<file path="src/rtl/port_b_mux_pkg.sv">
`default_nettype none
package port_b_mux_pkg;

  // ----------------------------------------------------------------
  // Register map
  // ----------------------------------------------------------------
  // Printed offsets are register indices; the byte address is four times the index
  localparam logic [15:0] DIR_INDEX = 16'hFFD4;
  localparam logic [15:0] DATA_INDEX = 16'hFFD6;
  localparam int unsigned MIN_ADDR_W = 18;
  localparam logic [7:0] DIR_RESET = 8'h00;
  localparam logic [7:0] DATA_RESET = 8'h00;
  localparam logic [7:0] DIR_READ_VALUE = 8'hFF;
  localparam logic [31:0] UNMAPPED_READ = 32'h0000_0000;

  // ----------------------------------------------------------------
  // Field positions
  // ----------------------------------------------------------------
  localparam int unsigned PIN_TRIG = 7;
  localparam int unsigned PIN_NOPIN = 6;
  localparam int unsigned PIN_INV_B = 5;
  localparam int unsigned PIN_INV_A = 4;
  localparam int unsigned PIN_IO_B = 3;
  localparam int unsigned PIN_IO_A = 2;
  localparam logic [1:0] IO_CTRL_NONE = 2'h0;
  localparam int unsigned SYNC_STAGES = 3;

  // Timer channel 4 controls, all from on-chip logic
  typedef struct packed {
    logic combination_mode_bit;
    logic pwm_select_ch4;
    logic inv_out_a_enable;
    logic inv_out_b_enable;
    logic out_a_enable;
    logic out_b_enable;
    logic [2:0] a_io_ctrl;
    logic [2:0] b_io_ctrl;
  } timer_ctrl_t;

  // Timer channel 4 output levels toward the pins
  typedef struct packed {
    logic timer4_inverted_out_a;
    logic timer4_inverted_out_b;
    logic timer4_io_a;
    logic timer4_io_b;
  } timer_out_t;

  // Pattern controller link for output groups 2 and 3 (bits 15..8 map to 7..0)
  typedef struct packed {
    logic [7:0] next_data_enable_b;
    logic [7:0] next_data_hold_b;
    logic transfer;
  } pattern_ctrl_t;

  // Signals fed from the pins into the timer and converter
  typedef struct packed {
    logic capture_a;
    logic capture_b;
    logic conv_external_trigger_n;
  } pin_feed_t;

endpackage : port_b_mux_pkg
`default_nettype wire

</file>
<file path="src/rtl/port_b_pin_function_mux.sv">
// Functional notes
// - Same pin functions in every operating mode
// - Direction bit 1 output, 0 input
// - Direction register reads back all ones
// - Direction clears on reset and hardware standby
// - Output pins keep driving in software standby
// - Data read: stored bit if output, else pin
// - Bit 6 is storage only, no pin
// - Bit 6 reads stored if direction set, else 1
// - Data clears on reset and hardware standby
// - Data bits feed pattern output groups 2, 3
// - Pattern-enabled bits ignore writes, load on transfer
// - Pin 7: input, port output or pattern output
// - Pin 7 feeds converter trigger when enabled
// - Pin 5 inverted timer B output when enabled
// - Pin 4 inverted timer A output when enabled
// - Pin 3 timer compare B output when selected
// - Pin 3 feeds capture B when selected
// - Pin 2 chooses timer A, port or pattern
`default_nettype none
module port_b_pin_function_mux #(
  parameter int unsigned ADDR_W = 18
) (
  input wire logic core_clk,
  input wire logic rst_b,
  input wire logic hw_standby,
  input wire logic [ADDR_W-1:0] avs_address,
  input wire logic avs_read,
  input wire logic avs_write,
  input wire logic [31:0] avs_writedata,
  input wire logic [3:0] avs_byteenable,
  output logic [31:0] avs_readdata,
  output logic avs_waitrequest,
  input wire port_b_mux_pkg::timer_ctrl_t timer_ctrl,
  input wire port_b_mux_pkg::timer_out_t timer_out,
  input wire port_b_mux_pkg::pattern_ctrl_t pattern_ctrl,
  input wire logic conv_trigger_enable,
  output port_b_mux_pkg::pin_feed_t pin_feed,
  input wire logic [7:0] pin_in,
  output logic [7:0] pin_out,
  output logic [7:0] pin_oe
);
  import port_b_mux_pkg::*;

  // ----------------------------------------------------------------
  // Elaboration checks
  // ----------------------------------------------------------------
  if (ADDR_W < MIN_ADDR_W)
  begin : g_addr_check
    $error("ADDR_W too small to reach the register addresses");
  end

  // ----------------------------------------------------------------
  // Reset release
  // ----------------------------------------------------------------
  logic [1:0] rst_pipe;
  logic rst_n;

  always_ff @(posedge core_clk or negedge rst_b)
  begin
    if (!rst_b)
      rst_pipe <= 2'h0;
    else
      rst_pipe <= {rst_pipe[0], 1'b1};
  end
  assign rst_n = rst_pipe[1];

  // ----------------------------------------------------------------
  // Pin input sampling
  // ----------------------------------------------------------------
  // Level accepted only when stages two and three agree
  logic [SYNC_STAGES-1:0] pin_sync [8];
  logic [7:0] pin_level;

  for (genvar i = 0; i < 8; i++)
  begin : g_sync
    always_ff @(posedge core_clk or negedge rst_n)
    begin
      if (!rst_n)
        pin_sync[i] <= '0;
      else
        pin_sync[i] <= {pin_sync[i][SYNC_STAGES-2:0], pin_in[i]};
    end

    always_ff @(posedge core_clk or negedge rst_n)
    begin
      if (!rst_n)
        pin_level[i] <= 1'b0;
      else if (pin_sync[i][1] == pin_sync[i][2])
        pin_level[i] <= pin_sync[i][2];
    end
  end

  // ----------------------------------------------------------------
  // Bus decode
  // ----------------------------------------------------------------
  localparam logic [ADDR_W-1:0] DIR_ADDR = ADDR_W'({DIR_INDEX, 2'b00});
  localparam logic [ADDR_W-1:0] DATA_ADDR = ADDR_W'({DATA_INDEX, 2'b00});

  logic ack;
  logic hit_dir;
  logic hit_data;
  logic wr_dir;
  logic wr_data;

  assign hit_dir = (avs_address == DIR_ADDR);
  assign hit_data = (avs_address == DATA_ADDR);
  // One wait cycle per access; the answer comes on the second edge
  assign avs_waitrequest = (avs_read | avs_write) & ~ack;
  assign wr_dir = avs_write & ack & hit_dir & avs_byteenable[0];
  assign wr_data = avs_write & ack & hit_data & avs_byteenable[0];

  always_ff @(posedge core_clk or negedge rst_n)
  begin
    if (!rst_n)
      ack <= 1'b0;
    else
      ack <= (avs_read | avs_write) & ~ack;
  end

  // ----------------------------------------------------------------
  // Direction register
  // ----------------------------------------------------------------
  logic [7:0] pin_direction_select;

  // Software standby has no path here, so state simply stays
  always_ff @(posedge core_clk or negedge rst_n)
  begin
    if (!rst_n)
      pin_direction_select <= DIR_RESET;
    else if (hw_standby)
      pin_direction_select <= DIR_RESET;
    else if (wr_dir)
      pin_direction_select <= avs_writedata[7:0];
  end

  // ----------------------------------------------------------------
  // Data register
  // ----------------------------------------------------------------
  logic [7:0] pin_output_data;
  logic [7:0] pattern_en;

  // No pattern enable exists for the pinless bit
  assign pattern_en = pattern_ctrl.next_data_enable_b & ~(8'h01 << PIN_NOPIN);

  for (genvar i = 0; i < 8; i++)
  begin : g_data
    always_ff @(posedge core_clk or negedge rst_n)
    begin
      if (!rst_n)
        pin_output_data[i] <= DATA_RESET[i];
      else if (hw_standby)
        pin_output_data[i] <= DATA_RESET[i];
      else if (pattern_en[i])
      begin
        if (pattern_ctrl.transfer)
          pin_output_data[i] <= pattern_ctrl.next_data_hold_b[i];
      end
      else if (wr_data)
        pin_output_data[i] <= avs_writedata[i];
    end
  end

  // ----------------------------------------------------------------
  // Read path
  // ----------------------------------------------------------------
  logic [7:0] data_view;

  always_comb
  begin
    for (int i = 0; i < 8; i++)
      data_view[i] = pin_direction_select[i] ? pin_output_data[i] : pin_level[i];
    data_view[PIN_NOPIN] = pin_direction_select[PIN_NOPIN] ? pin_output_data[PIN_NOPIN] : 1'b1;
  end

  always_ff @(posedge core_clk or negedge rst_n)
  begin
    if (!rst_n)
      avs_readdata <= UNMAPPED_READ;
    else if (avs_read & ~ack)
    begin
      if (hit_dir)
        avs_readdata <= {24'h00_0000, DIR_READ_VALUE};
      else if (hit_data)
        avs_readdata <= {24'h00_0000, data_view};
      else
        avs_readdata <= UNMAPPED_READ;
    end
  end

  // ----------------------------------------------------------------
  // Pin function selection
  // ----------------------------------------------------------------
  // No mode input exists: the selection is identical in every mode
  logic inv_b_sel;
  logic inv_a_sel;
  logic io_b_sel;
  logic io_a_sel;
  logic [7:0] next_out;
  logic [7:0] next_oe;

  assign inv_b_sel = timer_ctrl.combination_mode_bit & timer_ctrl.inv_out_b_enable;
  assign inv_a_sel = timer_ctrl.combination_mode_bit & timer_ctrl.inv_out_a_enable;
  assign io_b_sel = timer_ctrl.out_b_enable & (timer_ctrl.combination_mode_bit
                    | (~timer_ctrl.b_io_ctrl[2] & (timer_ctrl.b_io_ctrl[1:0] != IO_CTRL_NONE)));
  assign io_a_sel = timer_ctrl.out_a_enable & (timer_ctrl.combination_mode_bit | timer_ctrl.pwm_select_ch4
                    | (~timer_ctrl.a_io_ctrl[2] & (timer_ctrl.a_io_ctrl[1:0] != IO_CTRL_NONE)));

  always_comb
  begin
    // Pattern output and port output both drive the data bit
    next_out = pin_output_data;
    next_oe = pin_direction_select;
    next_oe[PIN_NOPIN] = 1'b0;
    next_out[PIN_NOPIN] = 1'b0;
    if (inv_b_sel)
    begin
      next_out[PIN_INV_B] = timer_out.timer4_inverted_out_b;
      next_oe[PIN_INV_B] = 1'b1;
    end
    if (inv_a_sel)
    begin
      next_out[PIN_INV_A] = timer_out.timer4_inverted_out_a;
      next_oe[PIN_INV_A] = 1'b1;
    end
    if (io_b_sel)
    begin
      next_out[PIN_IO_B] = timer_out.timer4_io_b;
      next_oe[PIN_IO_B] = 1'b1;
    end
    if (io_a_sel)
    begin
      next_out[PIN_IO_A] = timer_out.timer4_io_a;
      next_oe[PIN_IO_A] = 1'b1;
    end
  end

  // Outputs registered; held through software standby as nothing clears them
  always_ff @(posedge core_clk or negedge rst_n)
  begin
    if (!rst_n)
    begin
      pin_out <= 8'h00;
      pin_oe <= 8'h00;
    end
    else
    begin
      pin_out <= next_out;
      pin_oe <= next_oe;
    end
  end

  // ----------------------------------------------------------------
  // Feeds into timer and converter
  // ----------------------------------------------------------------
  always_ff @(posedge core_clk or negedge rst_n)
  begin
    if (!rst_n)
      pin_feed <= '{capture_a: 1'b0, capture_b: 1'b0, conv_external_trigger_n: 1'b1};
    else
    begin
      // Trigger path ignores direction on purpose
      pin_feed.conv_external_trigger_n <= conv_trigger_enable ? pin_level[PIN_TRIG] : 1'b1;
      pin_feed.capture_b <= (~timer_ctrl.combination_mode_bit & ~timer_ctrl.pwm_select_ch4
                             & timer_ctrl.b_io_ctrl[2]) ? pin_level[PIN_IO_B] : 1'b0;
      pin_feed.capture_a <= (~timer_ctrl.combination_mode_bit & ~timer_ctrl.pwm_select_ch4
                             & timer_ctrl.a_io_ctrl[2]) ? pin_level[PIN_IO_A] : 1'b0;
    end
  end

endmodule : port_b_pin_function_mux
`default_nettype wire

</file>
<file path="config.mk">
export PLATFORM = sky130hd
export DESIGN_NAME = port_b_pin_function_mux
export DESIGN_NICKNAME = d
export VERILOG_FILES = /design/src/rtl/port_b_mux_pkg.sv /design/src/rtl/port_b_pin_function_mux.sv
export SDC_FILE = /design/constraint.sdc
export NUM_CORES = 1
export LEC_CHECK = 0
export ABC_AREA = 0
export ABC_CLOCK_PERIOD_IN_PS = 3600
export BUFFER_PORTS_ARGS = -buffer_cell sky130_fd_sc_hd__clkbuf_2
export CAP_MARGIN = 25
export CORE_MARGIN = 2
export CORE_UTILIZATION = 48
export DETAILED_ROUTE_END_ITERATION = 16
export PLACE_DENSITY_LB_ADDON = 0.12
export SLEW_MARGIN = 20
export SYNTH_ARGS = -nofsm -noshare
export SYNTH_HDL_FRONTEND = slang
export SYNTH_SLANG_ARGS = --single-unit
export TNS_END_PERCENT = 10
</file>
<file path="constraint.sdc">
create_clock -name core_clk -period 3.6 [get_ports core_clk]
set_input_delay 0.18 -clock core_clk [delete_from_list [all_inputs] [get_ports core_clk]]
set_output_delay 0.18 -clock core_clk [all_outputs]
set_load 0.1 [all_outputs]
</file>
# == Yosys cells after proc, flatten, opt, wreduce, memory -nomap -nowiden ==
# Cells that the tools add are included.
# word_totals
regBits,96
input_bits,101
out_inout_bits,52
elab_cells,143
# op_classes
mux,53
n_eq_ne,16
reduce_logical,18
n_bitwise,25
# op_table
cell,count
$mux W1,49
$eq A18 B18 Y1 const B,2
$mux W8,4
$ne A3 B3 Y1 const B,7
$reduce_bool A3 Y1,7
$and A1 B1 Y1,16
$reduce_and A2 Y1,7
$reduce_bool A2 Y1,4
$eq A1 B1 Y1,7
$not A1 Y1,5
$or A1 B1 Y1,4

# == Longest topological paths before layout ==
# logic_depth
ltp_word,6
ltp_mapped,5
mapped_depth_nobuf,4

# == Worst setup path before layout ==
# Ideal clock, no wire load.
# synth_timing
path_kind,flip-flop to flip-flop
start,reg ack
end,reg ack
synth_period_minus_slack_ps,1927
t_arrival_ps,1660
stages_incl_launch_ff,2
t_required_ps,3333
setup_time_ps,267
path_buffers,0
slack_ps,1673
path_cell_list,dfrtp_1 nor2_1
# synth_between
elab_chain_len,2
# synth_lines
item,line_no,rtl
start: declaration,port_b_pin_function_mux.sv:100,logic ack;
start signal: assignment,port_b_pin_function_mux.sv:118,ack <= (avs_read | avs_write) & ~ack;
$not A1 Y1,n/a,
$and A1 B1 Y1,n/a,
via avs_waitrequest,port_b_pin_function_mux.sv:33,"output logic avs_waitrequest,"
# The timed path passes the listed nets, and every way through them passes these cells.
# A chain may end at the register's enable or synchronous reset.

# == Worst setup path after layout ==
# layout_timing
start,reg ack
end,reg avs_readdata[4]
# layout_between
elab_chain_len,2
# layout_lines
item,line_no,rtl
$not A1 Y1,port_b_pin_function_mux.sv:180,else if (avs_read & ~ack)
$and A1 B1 Y1,port_b_pin_function_mux.sv:180,
end signal: assignment,port_b_pin_function_mux.sv:183,"avs_readdata <= {24'h00_0000, DIR_READ_VALUE};"
end signal: assignment,port_b_pin_function_mux.sv:185,"avs_readdata <= {24'h00_0000, data_view};"
end: declaration,port_b_pin_function_mux.sv:32,"output logic [31:0] avs_readdata,"
# Every way passes these cells.

==> flow_summary.ini <==
[synthesis]
synth-compound-area-share_pct = 10.1
synth_ff_type = dfrtp_1
ys_ff_latch = 72
synth.avg_cell_area_um2 = 11.9
syn_inst = 249
synth.distinct_cells = 30
synthXorXnorAreaFrac_pct = 0
syn_area_mm2 = 0.00295
synth_top_family_by_area = simple AND/OR/NAND/NOR gates
async_reset_ff_share_pct = 100
synth-adder-area-share_pct = 2.37
yosysWarnings = 0
yosys.area_share.simple_pct = 14.0
synth_edf_count = 0
synth.mux.area_fraction_pct = 3.81
yosysSeqAreaShare_pct = 61.0

[hold_path]
hold_class = primary input to flop

[clocking]
clockBufferDepth = 2
clk_pin_slew_ps = 70
cts_setup_buffers = 0
hold_buffers = 9
numClockSinks = 72
clock_latency_ps = 340
cts_max_level = 3
numCtsBuffers = 9
ctsRootBufferMaster = clkbuf_8
cts_tree = done
ctsResizeCount = 0

[worst_setup_path]
path_class = flop to flop
crit_fanout = 11
crit_path_end_kind = flop
max_stage_delay_ps = 590
path_cells = nor2b_1 -> nand2_1 -> o22ai_1 -> nor2_1
required_ps = 3810
critPathSlowestCell = nor2b_1
worstSetupStartpointType = flop
arrival_ps = 1960

[sta]
hold_viol = 0
period_needed_ps = 1750
finalCritPeriodShare_pct = 48.6
max_freq_mhz = 572
maxSlewViolCount = 0
skew_ps = 4.69
relSlewSlack_pct = 50.1
rsz0062_at_grt = no
setup_viol = 0
setup_tns_ps = 0
tightest_slew_ps = 747

[global_route]
grt_overflow = 0
grt_pass1_wl_um = 9790
track_usage_pct = 20.0
antenna_found_initial = 0
grt_max_degree = 44
grt_pass1_vias = 2067

[cells_and_area]
n_fill_cell = 511
finalInstanceArea_mm2 = 0.00369
area_growth_pct = 24.9
nets = 457
antenna_cells = 0
drive_above_1_share_pct = 35.2

[routing]
via_count = 2230
drt-initial-drc-count = 143
drt_pass1_iterations = 4
ant_nets = 0
drc = 0
viasPerCell = 5.11
routedWlPerCell_um = 14.6
routed_wl_um = 6350

[power]
power_frac_comb_pct = 24.6
peakVddDrop_uv = 335
p_seq_share_pct = 43.8
switching_power_mw = 0.733
clkPwrFrac_pct = 31.6
switching_share_pct = 35.9
p_int_mw = 1.31
power_density_mw_per_mm2 = 554
leakage_nw = 1.91

[floorplanning]
core_mm2 = 0.00592
io_pins = 153
die_w_um = 82.5
start_util_pct = 49.9
die-area_mm2 = 0.00680
rows = 28
die_h_um = 82.5

[placed_design]
io_buffers = 96
dp_hpwl_um = 4510
place_congestion = 0.828
dpl_cell_area_mm2 = 0.00339

[outcome]
status = finished clean

[job]
drv_cap = 0
==> path summary, 6_finish.rpt <==
| kind | start | end | slack [ps] | depth (start not counted) |
|---|---|---|---|---|
| worst min register to register | rst_pipe[1]$_DFF_PN0_ | pin_output_data[5]$_DFFE_PN0P_ | 280 | 0 |
| min in group asynchronous | rst_b | rst_pipe[1]$_DFF_PN0_ | 150 | 2 |
| worst min-delay path | timer_out[2] | pin_out[5]$_DFF_PN0_ | 70 | 2 |
| worst max register to register | ack$_DFF_PN0_ | avs_readdata[4]$_DFFE_PN0P_ | 1850 | 4 |
| worst max-delay path | ack$_DFF_PN0_ | avs_readdata[4]$_DFFE_PN0P_ | 1850 | 4 |
| max in group asynchronous | rst_pipe[1]$_DFF_PN0_ | pin_out[7]$_DFF_PN0_ | 2360 | 1 |
==> registers in the layout, summed over array words and instances, names as in the netlist <==
signal and count:
next_out 3, pin_out 7, ack 1, rst_pipe 2
pin_sync 21, avs_readdata 8, pin_direction_select 8, pin_oe 7
pin_output_data 5, pin_feed 3, pin_level 7
==> metal layers <==
layer / global-route usage (%) / share of wire, %
met2: 31.5 / 48
met1: 26.3 / 43
met3: 4.57 / 7.5
met5: 0 / 0
met4: 9.50 / 1.3
==> layout make-up <==
| type | count | area, µm² | share of cell area, % |
|---|---|---|---|
| Inverter | 3 | 11.3 | 0.305 |
| Timing Repair Buffer | 106 | 578 | 15.7 |
| Tap cell | 75 | 93.8 | 2.54 |
| Sequential cell | 72 | 1800 | 48.9 |
| Clock inverter | 5 | 55.1 | 1.49 |
| Multi-Input combinational cell | 164 | 996 | 27.0 |
| Clock buffer | 11 | 151 | 4.10 |
==> critical path: cells and delay by family, from the launching register on <==
| kind | cells | cell delay, ps |
|---|---|---|
| AO/OA/AOI/OAI | 1 | 220 |
| flip-flops | 1 | 390 |
| AND/OR/NAND/NOR | 3 | 1010 |
==> metrics by stage <==
step	utilization (%)	hold WS (ps)	cells	power [mW]	setup slack, ps
2_1_floorplan	-	-116	274	1.33	1450
3_3_place_gp	57.3	-33.1	411	1.40	1670
3_5_place_dp	57.3	-31.0	411	1.41	1670
4_1_cts	62.3	54.7	436	2.06	1830
5_1_grt	62.3	52.3	436	2.14	1700
6_report	62.3	72.3	436	2.04	1850
==> synthesized netlist by cell type, drive strengths merged, types with 7 or more instances <==
master  count  area, µm²
nand4      12       75.1
a21oi      10       50.1
dfrtp      71       1780
o211a       7       70.1
mux2       10        113
maj3        7       70.1
o21ai      12       60.1
nor2       27        101
nand2      12       45.0
buf        30        219
o22ai       8       50.1
==> power groups by stage <==
stage                     Clock, mW  Sequential (mW)  Combinational, mW
after floorplan                   0             1.11              0.220
after global placement            0            0.910              0.493
after detailed placement          0            0.912              0.495
after CTS                     0.664            0.896              0.504
after global routing          0.707            0.903              0.527
final                         0.646            0.895              0.502
==> kinds of logic after synthesis <==
logic type | count (synthesis)
other | 2
adder cells (fa/ha/maj) | 7
AO/OA/AOI/OAI | 45
AND/OR/NAND/NOR | 75
buffers and inverters | 38
multiplexers | 10
flip-flops | 72
==> cell usage in the layout (no fill, tap or decap) <==
cell	count
buf_4	1
nand4b_2	1
o211a_1	7
bufinv_16	1
clkinv_2	2
nor2b_1	1
o22ai_1	8
clkinvlp_4	2
conb_1	27
dfrtp_1	70
nand3_1	2
dfrtp_2	1
dlygate4sd3_1	9
nand2_1	12
a311oi_1	1
clkbuf_2	96
and4_1	1
nand2b_1	5
inv_1	3
nand4_1	12
mux2_2	10
o21a_1	1
o21ai_0	12
nor4b_4	1
maj3_1	7
and3_1	5
o41ai_1	6
or4_1	6
nor2_1	27
and4b_1	2
dfstp_2	1
clkbuf_8	11
a21oi_1	10
(Power assumes the default switching activity.)
